## config.mk

```make
export PLATFORM = sky130hd
export DESIGN_NAME = adcs_sequencer
export DESIGN_NICKNAME = d
export VERILOG_FILES = /design/src/adcs_pkg.sv /design/src/adcs_sequencer.sv /design/src/adcs_tick_gen.sv
export SDC_FILE = /design/constraint.sdc
export NUM_CORES = 1
export LEC_CHECK = 0
export ABC_AREA = 0
export BUFFER_PORTS_ARGS = -buffer_cell sky130_fd_sc_hd__clkbuf_2
export CORE_MARGIN = 5
export CORE_UTILIZATION = 53
export DETAILED_ROUTE_END_ITERATION = 8
export PLACE_DENSITY = 0.76
export SYNTH_ARGS = -nofsm -noshare
export SYNTH_HDL_FRONTEND = slang
export SYNTH_SLANG_ARGS = --single-unit
```

## constraint.sdc

```tcl
create_clock -name clk -period 2.6 [get_ports clk]
set_input_delay 0.13 -clock clk [delete_from_list [all_inputs] [get_ports clk]]
set_output_delay 0.13 -clock clk [all_outputs]
set_load 0.01 [all_outputs]
```

## src/adcs_pkg.sv

```systemverilog
// Package of constants and types for the converter sequencer.
// Behaviour
// - A conversion lasts exactly eleven bit periods once converting starts.
// - Clock select picks 2,4,8,16,32,64 oscillator periods, or RC for x11.
// - Clearing go/done mid-conversion aborts it; result registers stay unchanged.
// - Result pair holds last completed non-calibration conversion or last software write.
// - After completion or abort wait two bit periods, then resume acquisition.
// - Acquisition code 010 samples four bit periods before converting.
// - Acquisition code 000 delays conversion start one instruction cycle.
// - Capture mode 1011 trigger with converter on sets go/done, resets timer.
// - With converter off the trigger is ignored but still resets the timer.
// - Calibrate request makes next conversion a dummy stored as offset correction.
// - Sequencing ignores channel select and pin direction bits.
// - Port reads return zero for pins configured as analog inputs.
// - Completion loads result (offset on a calibration run), clears go/done and sets the done flag.
// - Acquisition codes 000..111 give 0,2,4,6,8,12,16,20 bit periods.
// - Justify bit set places result right, clear places it left.
package adcs_pkg;
   localparam logic [2:0] ADCS_ADDR_RES_HIGH = 3'h0;
   localparam logic [2:0] ADCS_ADDR_RES_LOW = 3'h1;
   localparam logic [2:0] ADCS_ADDR_CHAN_CTRL = 3'h2;
   localparam logic [2:0] ADCS_ADDR_REF_CFG = 3'h3;
   localparam logic [2:0] ADCS_ADDR_TIMING_CFG = 3'h4;
   localparam logic [2:0] ADCS_ADDR_STATUS = 3'h5;
   localparam logic [2:0] ADCS_ADDR_PORT = 3'h6;
   // Channel control fields, then the timing config justify bit.
   localparam int ADCS_BIT_CAL = 7;
   localparam int ADCS_BIT_GO = 1;
   localparam int ADCS_BIT_ON = 0;
   localparam int ADCS_BIT_JUSTIFY = 7;
   localparam logic [7:0] ADCS_CHAN_CTRL_MASK = 8'hbf;
   localparam logic [7:0] ADCS_REF_CFG_MASK = 8'h3f;
   localparam logic [7:0] ADCS_TIMING_CFG_MASK = 8'hbf;
   localparam logic [7:0] ADCS_RESET_VALUE = 8'h00;
   localparam logic [3:0] ADCS_TRIGGER_MODE = 4'hb;
   localparam logic [3:0] ADCS_CONV_PERIODS = 4'hb;
   localparam logic [3:0] ADCS_RECOVER_PERIODS = 4'h2;
   // One instruction cycle is four oscillator periods.
   localparam logic [7:0] ADCS_INSTR_CYCLES = 8'h04;
   // Internal RC bit period: 4 us typical at 125 MHz.
   localparam int ADCS_RC_PERIOD_NS = 4000;
   localparam int ADCS_CLK_NS = 8;
   localparam logic [9:0] ADCS_RC_CYCLES = 10'(ADCS_RC_PERIOD_NS / ADCS_CLK_NS);
   typedef enum logic [2:0] {ADCS_IDLE, ADCS_DELAY, ADCS_ACQ, ADCS_CONV, ADCS_RECOVER}
      adcs_state_t;
endpackage

```

## src/adcs_sequencer.sv

```systemverilog
// Converter sequencer with register port, timing and result handling.
//
// The register addresses and the strobed register port were chosen for this implementation.
`timescale 1ns/1ps
module adcs_sequencer
   import adcs_pkg::*;
(
   input wire logic clk,
   input wire logic rst,
   input wire logic [2:0] addr,
   input wire logic [7:0] wdata,
   input wire logic wr,
   input wire logic rd,
   output logic [7:0] rdata,
   input wire logic special_event,
   input wire logic [3:0] capture_unit_mode_field,
   input wire logic [7:0] port_pins,
   input wire logic [7:0] analog_pin_mask,
   input wire logic [9:0] sar_result,
   output logic sample_enable,
   output logic convert_active,
   output logic calibrate_active,
   output logic conversion_done_flag,
   output logic time_base_reset
);
   logic [7:0] res_high_r, res_high_nxt;
   logic [7:0] res_low_r, res_low_nxt;
   logic [7:0] chan_ctrl_r, chan_ctrl_nxt;
   logic [7:0] ref_cfg_r, ref_cfg_nxt;
   logic [7:0] timing_cfg_r, timing_cfg_nxt;
   logic [9:0] offset_r, offset_nxt;
   logic cal_run_r, cal_run_nxt;
   logic done_r, done_nxt;
   logic tb_reset_r, tb_reset_nxt;
   logic [7:0] rdata_r, rdata_nxt;
   adcs_state_t state_r, state_nxt;
   logic [4:0] count_r, count_nxt;
   logic [7:0] port_meta_r, port_sync_r;
   logic [9:0] corrected;
   logic [4:0] acq_periods;
   logic tick;
   logic converter_on;
   logic go;
   logic tick_run;

   assign converter_on = chan_ctrl_r[ADCS_BIT_ON];
   assign go = chan_ctrl_r[ADCS_BIT_GO];
   // Each phase change restarts the bit period counter, so the ACQ, CONV and RECOVER phases last whole periods.
   assign tick_run = converter_on && state_nxt == state_r;

   adcs_tick_gen u_tick
   (
      .clk(clk),
      .rst(rst),
      .enable(tick_run),
      .clock_select(timing_cfg_r[2:0]),
      .tick(tick)
   );

   always_comb
   begin
      unique case (timing_cfg_r[5:3])
         3'h0: acq_periods = 5'd0;
         3'h1: acq_periods = 5'd2;
         3'h2: acq_periods = 5'd4;
         3'h3: acq_periods = 5'd6;
         3'h4: acq_periods = 5'd8;
         3'h5: acq_periods = 5'd12;
         3'h6: acq_periods = 5'd16;
         default: acq_periods = 5'd20;
      endcase
   end

   assign corrected = sar_result - offset_r;

   always_comb
   begin
      res_high_nxt = res_high_r;
      res_low_nxt = res_low_r;
      chan_ctrl_nxt = chan_ctrl_r;
      ref_cfg_nxt = ref_cfg_r;
      timing_cfg_nxt = timing_cfg_r;
      offset_nxt = offset_r;
      cal_run_nxt = cal_run_r;
      state_nxt = state_r;
      count_nxt = count_r;
      done_nxt = 1'b0;
      tb_reset_nxt = 1'b0;
      if (wr)
      begin
         unique case (addr)
            ADCS_ADDR_RES_HIGH: res_high_nxt = wdata;
            ADCS_ADDR_RES_LOW: res_low_nxt = wdata;
            ADCS_ADDR_CHAN_CTRL: chan_ctrl_nxt = wdata & ADCS_CHAN_CTRL_MASK;
            ADCS_ADDR_REF_CFG: ref_cfg_nxt = wdata & ADCS_REF_CFG_MASK;
            ADCS_ADDR_TIMING_CFG: timing_cfg_nxt = wdata & ADCS_TIMING_CFG_MASK;
            default: ;
         endcase
      end
      if (special_event && capture_unit_mode_field == ADCS_TRIGGER_MODE)
      begin
         tb_reset_nxt = 1'b1;
         if (converter_on)
         begin
            chan_ctrl_nxt[ADCS_BIT_GO] = 1'b1;
         end
      end
      // Channel and pin direction never gate the sequence.
      unique case (state_r)
         ADCS_IDLE:
         begin
            if (go && converter_on)
            begin
               cal_run_nxt = chan_ctrl_r[ADCS_BIT_CAL];
               count_nxt = 5'd0;
               if (acq_periods == 5'd0)
               begin
                  state_nxt = ADCS_DELAY;
               end
               else
               begin
                  state_nxt = ADCS_ACQ;
               end
            end
         end
         ADCS_DELAY:
         begin
            count_nxt = count_r + 5'd1;
            if (count_r == 5'(ADCS_INSTR_CYCLES - 8'h01))
            begin
               count_nxt = 5'd0;
               state_nxt = ADCS_CONV;
            end
         end
         ADCS_ACQ:
         begin
            if (tick)
            begin
               count_nxt = count_r + 5'd1;
               if (count_r == acq_periods - 5'd1)
               begin
                  count_nxt = 5'd0;
                  state_nxt = ADCS_CONV;
               end
            end
         end
         ADCS_CONV:
         begin
            if (tick)
            begin
               count_nxt = count_r + 5'd1;
               if (count_r == 5'(ADCS_CONV_PERIODS) - 5'd1)
               begin
                  count_nxt = 5'd0;
                  state_nxt = ADCS_RECOVER;
                  chan_ctrl_nxt[ADCS_BIT_GO] = 1'b0;
                  done_nxt = 1'b1;
                  if (cal_run_r)
                  begin
                     offset_nxt = sar_result;
                     chan_ctrl_nxt[ADCS_BIT_CAL] = 1'b0;
                  end
                  else if (timing_cfg_r[ADCS_BIT_JUSTIFY])
                  begin
                     res_high_nxt = {6'h00, corrected[9:8]};
                     res_low_nxt = corrected[7:0];
                  end
                  else
                  begin
                     res_high_nxt = corrected[9:2];
                     res_low_nxt = {corrected[1:0], 6'h00};
                  end
               end
            end
         end
         ADCS_RECOVER:
         begin
            if (tick)
            begin
               count_nxt = count_r + 5'd1;
               if (count_r == 5'(ADCS_RECOVER_PERIODS) - 5'd1)
               begin
                  count_nxt = 5'd0;
                  state_nxt = ADCS_IDLE;
               end
            end
         end
      endcase
      // Go cleared or converter off during a run aborts without a result load.
      if (state_r != ADCS_IDLE && state_r != ADCS_RECOVER && (!go || !converter_on))
      begin
         state_nxt = ADCS_RECOVER;
         count_nxt = 5'd0;
         done_nxt = 1'b0;
         res_high_nxt = res_high_r;
         res_low_nxt = res_low_r;
         offset_nxt = offset_r;
      end
      if (!converter_on)
      begin
         state_nxt = ADCS_IDLE;
         count_nxt = 5'd0;
      end
   end

   always_comb
   begin
      rdata_nxt = 8'h00;
      if (rd)
      begin
         unique case (addr)
            ADCS_ADDR_RES_HIGH: rdata_nxt = res_high_r;
            ADCS_ADDR_RES_LOW: rdata_nxt = res_low_r;
            ADCS_ADDR_CHAN_CTRL: rdata_nxt = chan_ctrl_r;
            ADCS_ADDR_REF_CFG: rdata_nxt = ref_cfg_r;
            ADCS_ADDR_TIMING_CFG: rdata_nxt = timing_cfg_r;
            ADCS_ADDR_STATUS: rdata_nxt = {5'h00, state_r};
            ADCS_ADDR_PORT: rdata_nxt = port_sync_r & ~analog_pin_mask;
            default: rdata_nxt = 8'h00;
         endcase
      end
   end

   always_ff @(posedge clk)
   begin
      port_meta_r <= port_pins;
      port_sync_r <= port_meta_r;
      if (rst)
      begin
         chan_ctrl_r <= ADCS_RESET_VALUE;
         ref_cfg_r <= ADCS_RESET_VALUE;
         timing_cfg_r <= ADCS_RESET_VALUE;
         state_r <= ADCS_IDLE;
         count_r <= 5'd0;
         cal_run_r <= 1'b0;
         done_r <= 1'b0;
         tb_reset_r <= 1'b0;
         rdata_r <= 8'h00;
      end
      else
      begin
         chan_ctrl_r <= chan_ctrl_nxt;
         ref_cfg_r <= ref_cfg_nxt;
         timing_cfg_r <= timing_cfg_nxt;
         state_r <= state_nxt;
         count_r <= count_nxt;
         cal_run_r <= cal_run_nxt;
         done_r <= done_nxt;
         tb_reset_r <= tb_reset_nxt;
         rdata_r <= rdata_nxt;
      end
   end

   // Result pair survives reset, matching power-on behaviour; reset clears the offset to zero.
   always_ff @(posedge clk)
   begin
      res_high_r <= res_high_nxt;
      res_low_r <= res_low_nxt;
      offset_r <= rst ? 10'h000 : offset_nxt;
   end

   always_ff @(posedge clk)
   begin
      if (rst)
      begin
         sample_enable <= 1'b0;
         convert_active <= 1'b0;
         calibrate_active <= 1'b0;
      end
      else
      begin
         sample_enable <= converter_on && (state_nxt == ADCS_IDLE || state_nxt == ADCS_ACQ);
         convert_active <= state_nxt == ADCS_CONV;
         calibrate_active <= state_nxt == ADCS_CONV && cal_run_nxt;
      end
   end

   assign rdata = rdata_r;
   assign conversion_done_flag = done_r;
   assign time_base_reset = tb_reset_r;
endmodule // adcs_sequencer

```

## src/adcs_tick_gen.sv

```systemverilog
// Bit period tick generator for the converter sequencer.
`timescale 1ns/1ps
module adcs_tick_gen
   import adcs_pkg::*;
(
   input wire logic clk,
   input wire logic rst,
   input wire logic enable,
   input wire logic [2:0] clock_select,
   output logic tick
);
   logic [9:0] count_r;
   logic [9:0] count_nxt;
   logic [9:0] limit;
   logic tick_nxt;

   always_comb
   begin
      unique case (clock_select)
         3'h0: limit = 10'h001;
         3'h4: limit = 10'h003;
         3'h1: limit = 10'h007;
         3'h5: limit = 10'h00f;
         3'h2: limit = 10'h01f;
         3'h6: limit = 10'h03f;
         default: limit = ADCS_RC_CYCLES - 10'h001;
      endcase
      tick_nxt = 1'b0;
      count_nxt = count_r + 10'h001;
      if (!enable)
      begin
         // Restarting at one puts the first tick a full bit period after a phase begins.
         count_nxt = 10'h001;
      end
      else if (count_r >= limit)
      begin
         count_nxt = 10'h000;
         tick_nxt = 1'b1;
      end
   end

   always_ff @(posedge clk)
   begin
      if (rst)
      begin
         count_r <= 10'h000;
         tick <= 1'b0;
      end
      else
      begin
         count_r <= count_nxt;
         tick <= tick_nxt;
      end
   end
endmodule // adcs_tick_gen
```

Word-level counts from Yosys, hierarchy flattened --
Index checks and enable logic that the tools add are counted.
Storage, ports and cells: bits in registers 95, bits of input ports 46, output and inout bits 13, logic and storage cells 152
Cells by class: add/sub/neg operators 4, magnitude comparators 1, equal/unequal tests 34, multiplexer cells 56, bitwise gates (word level) 8, reductions and logical operators 28
Operators by type and width (number):
- 8-bit 2-to-1 mux | 16
- 8-bit one-hot mux with 7 select lines | 1
- 9-bit one-hot mux with 6 select lines | 1
- 5-bit 2-to-1 mux | 8
- 5-bit one-hot mux with 7 select lines | 1
- 3-bit == test (second input constant) | 10
- 3-bit 2-to-1 mux | 10
- 3-bit by 2-bit == test with 1-bit output (second input constant) | 9
- 5-bit one-hot mux with 5 select lines | 1
- 1-bit 2-to-1 mux | 16
- 3-bit logical NOT | 5
- 3-bit one-hot mux with 5 select lines | 1
- 3-bit by 1-bit == test with 1-bit output (second input constant) | 4
- 10-bit by 1-bit adder with 10-bit output (second input constant) | 1
- 10-bit by 9-bit greater-or-equal comparator with 1-bit output | 1
- 10-bit subtractor | 1
- 8-bit bitwise AND | 1
- 8-bit NOT | 1
- 1-bit logical AND | 7
- 2-bit by 1-bit inequality test with 1-bit output (second input constant) | 3
- 1-bit NOT | 6
- 2-bit AND reduction | 3
- 3-bit OR reduction | 2
- 5-bit by 1-bit adder with 5-bit output (second input constant) | 1
- 18 further kinds | 21

Longest topological paths before layout --
depth after elaboration 13, depth in mapped cells 10, depth with buffers taken out 10

Cells and area by module --
A second synthesis with hierarchy kept.
Unflattened totals: cell total of the unflattened synthesis 577, area total of the unflattened synthesis 5240.0 um2
By module, submodules not included:
- adcs_sequencer | times used 1, cells each 497, area each 4511.8 um2
- adcs_tick_gen | times used 1, cells each 80, area each 728.2 um2

Least setup slack after synthesis --
OpenSTA, ideal clock, no wires.
path type register to register, from register state_r[1], to register offset_r[9], data arrival time 2474 ps, data required time 2472 ps, setup slack -1 ps, cell stages (with the launch flop) 7, path buffers 2, period minus slack after synthesis 2601 ps, path through dfxtp_1 > clkbuf_1 > o21ai_0 > and3_1 > buf_4 > mux2i_1 > nor2_1
On the way: longest elaborated chain between the ends 5, elaborated cells on any way between the ends 7
RTL lines:
- start: declaration | RTL line adcs_sequencer.sv:36 | adcs_state_t state_r, state_nxt;
- start signal: assignment | RTL line adcs_sequencer.sv:245 | state_r <= state_nxt;
- 3-bit inequality test / 3-bit nonzero test (equally long branches) | RTL line adcs_sequencer.sv:190 | if (state_r != ADCS_IDLE && state_r != ADCS_RECOVER && (!go || !converter_on))
- 1-bit logical AND (2 in a row) | RTL line adcs_sequencer.sv:190
- 1-bit NOT (no line)
- 5-bit AND reduction (no line) (*)
- end signal: assignment | RTL line adcs_sequencer.sv:259 | offset_r <= rst ? 10'h000 : offset_nxt;
- end: declaration | RTL line adcs_sequencer.sv:31 | logic [9:0] offset_r, offset_nxt;
Every way passes the cells marked *; elsewhere a longest branch is shown, timed or not. A chain may end at the register's enable or synchronous reset.

Worst setup path in the final report --
from register offset_r[0], to register res_high_r[0] (data pin)
On the way: longest elaborated chain between the ends 6
RTL lines:
- 10-bit subtractor | RTL line adcs_sequencer.sv:74 | assign corrected = sar_result - offset_r;
- 8-bit 2-to-1 mux | RTL line adcs_sequencer.sv:163 | else if (timing_cfg_r[ADCS_BIT_JUSTIFY])
- 8-bit 2-to-1 mux | RTL line adcs_sequencer.sv:158 | if (cal_run_r)
- 8-bit 2-to-1 mux | RTL line adcs_sequencer.sv:152 | if (count_r == 5'(ADCS_CONV_PERIODS) - 5'd1)
- 8-bit 2-to-1 mux | RTL line adcs_sequencer.sv:149 | if (tick)
- 8-bit 2-to-1 mux | RTL line adcs_sequencer.sv:109 | unique case (state_r)
- end signal: assignment | RTL line adcs_sequencer.sv:257 | res_high_r <= res_high_nxt;
- end: declaration | RTL line adcs_sequencer.sv:26 | logic [7:0] res_high_r, res_high_nxt;
Every way passes these cells.

==> results.toml <==
[setup_path]
r2r_end = "res_high_r[0]$_DFFE_PN_"
end_kind = "flop"
rrSetupSlack_ps = 180
critical_path_class = "flop to flop"
cp_slowest_cell = "fa_1"
crit_arrival_ps = 2530
crit_chain = "ha_1 -> inv_1 -> fa_1 -> a21o_1 -> a21oi_2 -> o21ai_0 -> o41ai_1 -> buf_4 -> mux2i_1 -> a211oi_1"
cp_max_fo = 2
cp.required_ps = 2710
r2r-start = "offset_r[0]$_SDFFE_PP0P_"
startpoint_type = "flop"
critPathCapture = "res_high_r[0]$_DFFE_PN_"
slowest_delay_ps = 400
crit_start = "offset_r[0]$_SDFFE_PP0P_"
r2r_cells = 10

[grt]
grt_pass1_vias = 4159
grt_max_degree = 35
grt-ovfl-total = 0
grt_pass1_wl_mm = 19.8
antenna_found_initial = 0
track_usage_pct = 21.0

[clocking]
cts_tree = "built"
path_clk_slew_ps = 100
cts_max_level = 3
root_buffer = "clkbuf_8"
clockBufferDepth = 2
cts_sinks = 95
cts_setup_buffers = 0
clock_latency_ps = 370
cts_made_buffers = 9

[yosys]
synth-seq-cells = 95
synth_edf_count = 16
avgSynthCellArea_um2 = 9.02
yosysWarnings = 0
async_flop_share_pct = 0
synth_flop_cell = "dfxtp_1"
syn_inst = 576
syn-cell-area_um2 = 5190
yosysSeqAreaShare_pct = 39.7
synth_nets = 646
synthDistinctLibCells = 68
synth_top_area_share_pct = 30.5
synth_area_leaders = "dfxtp_1, edfxtp_1, mux2i_1"
yosysTopAreaCell = "dfxtp_1"

[pwr]
vdd_drop_max_v = 0.000338
p_switching_uw = 818
p_clk_share_pct = 32.2
switching_share_pct = 27.7
p_seq_share_pct = 55.5
p_leak_nw = 2.31
comb_power_share_pct = 12.3
power_density_nw_per_um2 = 497
internal_power_mw = 2.14

[placement]
gp_congestion = 0.902
dp.cells = 753
dpl_cell_area_um2 = 5650
portBuffers = 58
hpwl_mm = 9.12

[routing]
wl_mm = 12.3
ant_nets = 0
avgViaCountPerCell = 5.74
drtIter0Drc = 282
dr.pass1.iters = 5
detail_route.wl_per_cell_um = 15.8
vias = 4467
drc = 0

[layout]
postLayoutCoreUtil_pct = 61.4
layout.cells.non_filler = 778
drive_gt1_share_pct = 18.1
seq_area_um2 = 2060
multi_input_area_um2 = 2910
insertedDiodeCount = 0
finalInstanceArea_um2 = 5950
nets = 710
syn2layout_area_growth_pct = 14.5
final_cell_mix = "dfxtp_1, nor2_1, clkbuf_2"
final_common_cell = "dfxtp_1"
n_fill_cell = 833

[sta]
holdWs_ps = 20.4
hold_viol_final = 0
max_freq_ghz = 0.413
skew_ps = 13.2
min_period_over_period_pct = 93.1
tns_ps = 0
final-max-slew-violation-count = 0
rsz0062_at_grt = "no"
min_period_ps = 2420
tightest_slew_ps = 764
relSlewSlack_pct = 48.4
setup_viol = 0

[die]
initial_utilization_pct = 53.6
io_pins = 59
die_width_um = 109
core-area_um2 = 9680
rows = 36
die_area_um2 = 11900
die_y_um = 109

[status]
status = "complete, no violations"

[run]
max_cap_viol_count = 0

[hold_path]
hold_path_class = "input port to flop"
## worst max-delay path, delay by kind of cell (launching register included)
family | cells | cell delay, ps
adder cells (fa/ha/maj) | 2 | 580
flip-flops | 1 | 340
multiplexers | 1 | 190
buffers and inverters | 2 | 240
AO/OA/AOI/OAI | 5 | 800
## through the flow
step | power [mW] | setup WS (ps)
3_5_place_dp | 2.02 | 73.3
6_report | 2.96 | 179
3_3_place_gp | 2.01 | 200
4_1_cts | 2.97 | 58.8
2_1_floorplan | 1.89 | 249
5_1_grt | 3.08 | 63.1
## registers in the layout (all words and copies together) (netlist names), 3 cells and up
name	cells
rdata	8
port_sync_r	8
chan_ctrl_r	7
u_tick.count_r	10
ref_cfg_r	6
offset_r	10
res_high_r	8
port_meta_r	8
res_low_r	8
timing_cfg_r	7
state_r	3
count_r	5
## cell usage after synthesis (10+ instances only)
cell      number
a21oi_1       26
nor3_1        14
nand3_1       26
clkbuf_1      25
nor2_1        61
o21ai_0       23
edfxtp_1      16
nor2b_1       17
inv_1         26
nand3b_1      10
nand2_1       42
xor2_1        11
mux2i_1       42
ha_1          23
dfxtp_1       79
## per-layer routing
metal | up-vias | GRT usage [%] | wire, um
li1 | 2200 | - | -
met5 | - | 0 | 0
met3 | 15 | 3.85 | 634
met4 | 0 | 5.95 | 169
met1 | 2114 | 27.0 | 5250
met2 | 138 | 36.1 | 6250
## how the worst min path moves through the flow
stage,startpoint,endpoint,cells after the start
3_3_place_gp,port_pins[7],port_meta_r[7]$_DFF_P_,1
4_1_cts,sar_result[0],offset_r[0]$_SDFFE_PP0P_,3
3_5_place_dp,port_pins[0],port_meta_r[0]$_DFF_P_,1
2_1_floorplan,port_pins[0],port_meta_r[0]$_DFF_P_,0
5_1_grt,special_event,time_base_reset$_SDFF_PP0_,2
6_report,special_event,time_base_reset$_SDFF_PP0_,2
## cell families (layout without fill, tap and decap cells)
logic type / after synthesis / in the layout / share of synthesized area, %
xor gates and xnor gates: 18 / 18 / 3.04
and+or+nand+nor: 216 / 216 / 21.4
adders and majority gates: 26 / 26 / 6.31
buffers and inverters: 59 / 128 / 4.63
muxes: 51 / 51 / 10.5
DFF: 95 / 95 / 39.7
AOI/OAI and AO/OA: 111 / 111 / 14.4
## power groups by stage
stage | logic [mW] | clock network, mW | registers (mW)
after floorplan | 0.240 | 0 | 1.65
after global placement | 0.341 | 0 | 1.67
after detailed placement | 0.348 | 0 | 1.68
after CTS | 0.361 | 0.965 | 1.64
after global routing | 0.404 | 1.03 | 1.65
final | 0.363 | 0.952 | 1.64
## timing repair
action	CTS	global route
endpoints found under the setup margin	0	18
hold buffers	9	0
endpoints found under the hold margin	10	0
resized for setup	0	4
## cell type report
| cell class | count | share of cell area (%) |
|---|---|---|
| Multi-Input combinational cell | 422 | 48.9 |
| Sequential cell | 95 | 34.7 |
| Timing Repair Buffer | 86 | 8.80 |
| Tap cell | 133 | 2.80 |
| Clock buffer | 9 | 2.08 |
| Inverter | 26 | 1.64 |
| Clock inverter | 7 | 1.05 |
Note: power is estimated with default switching activity, not from simulation.
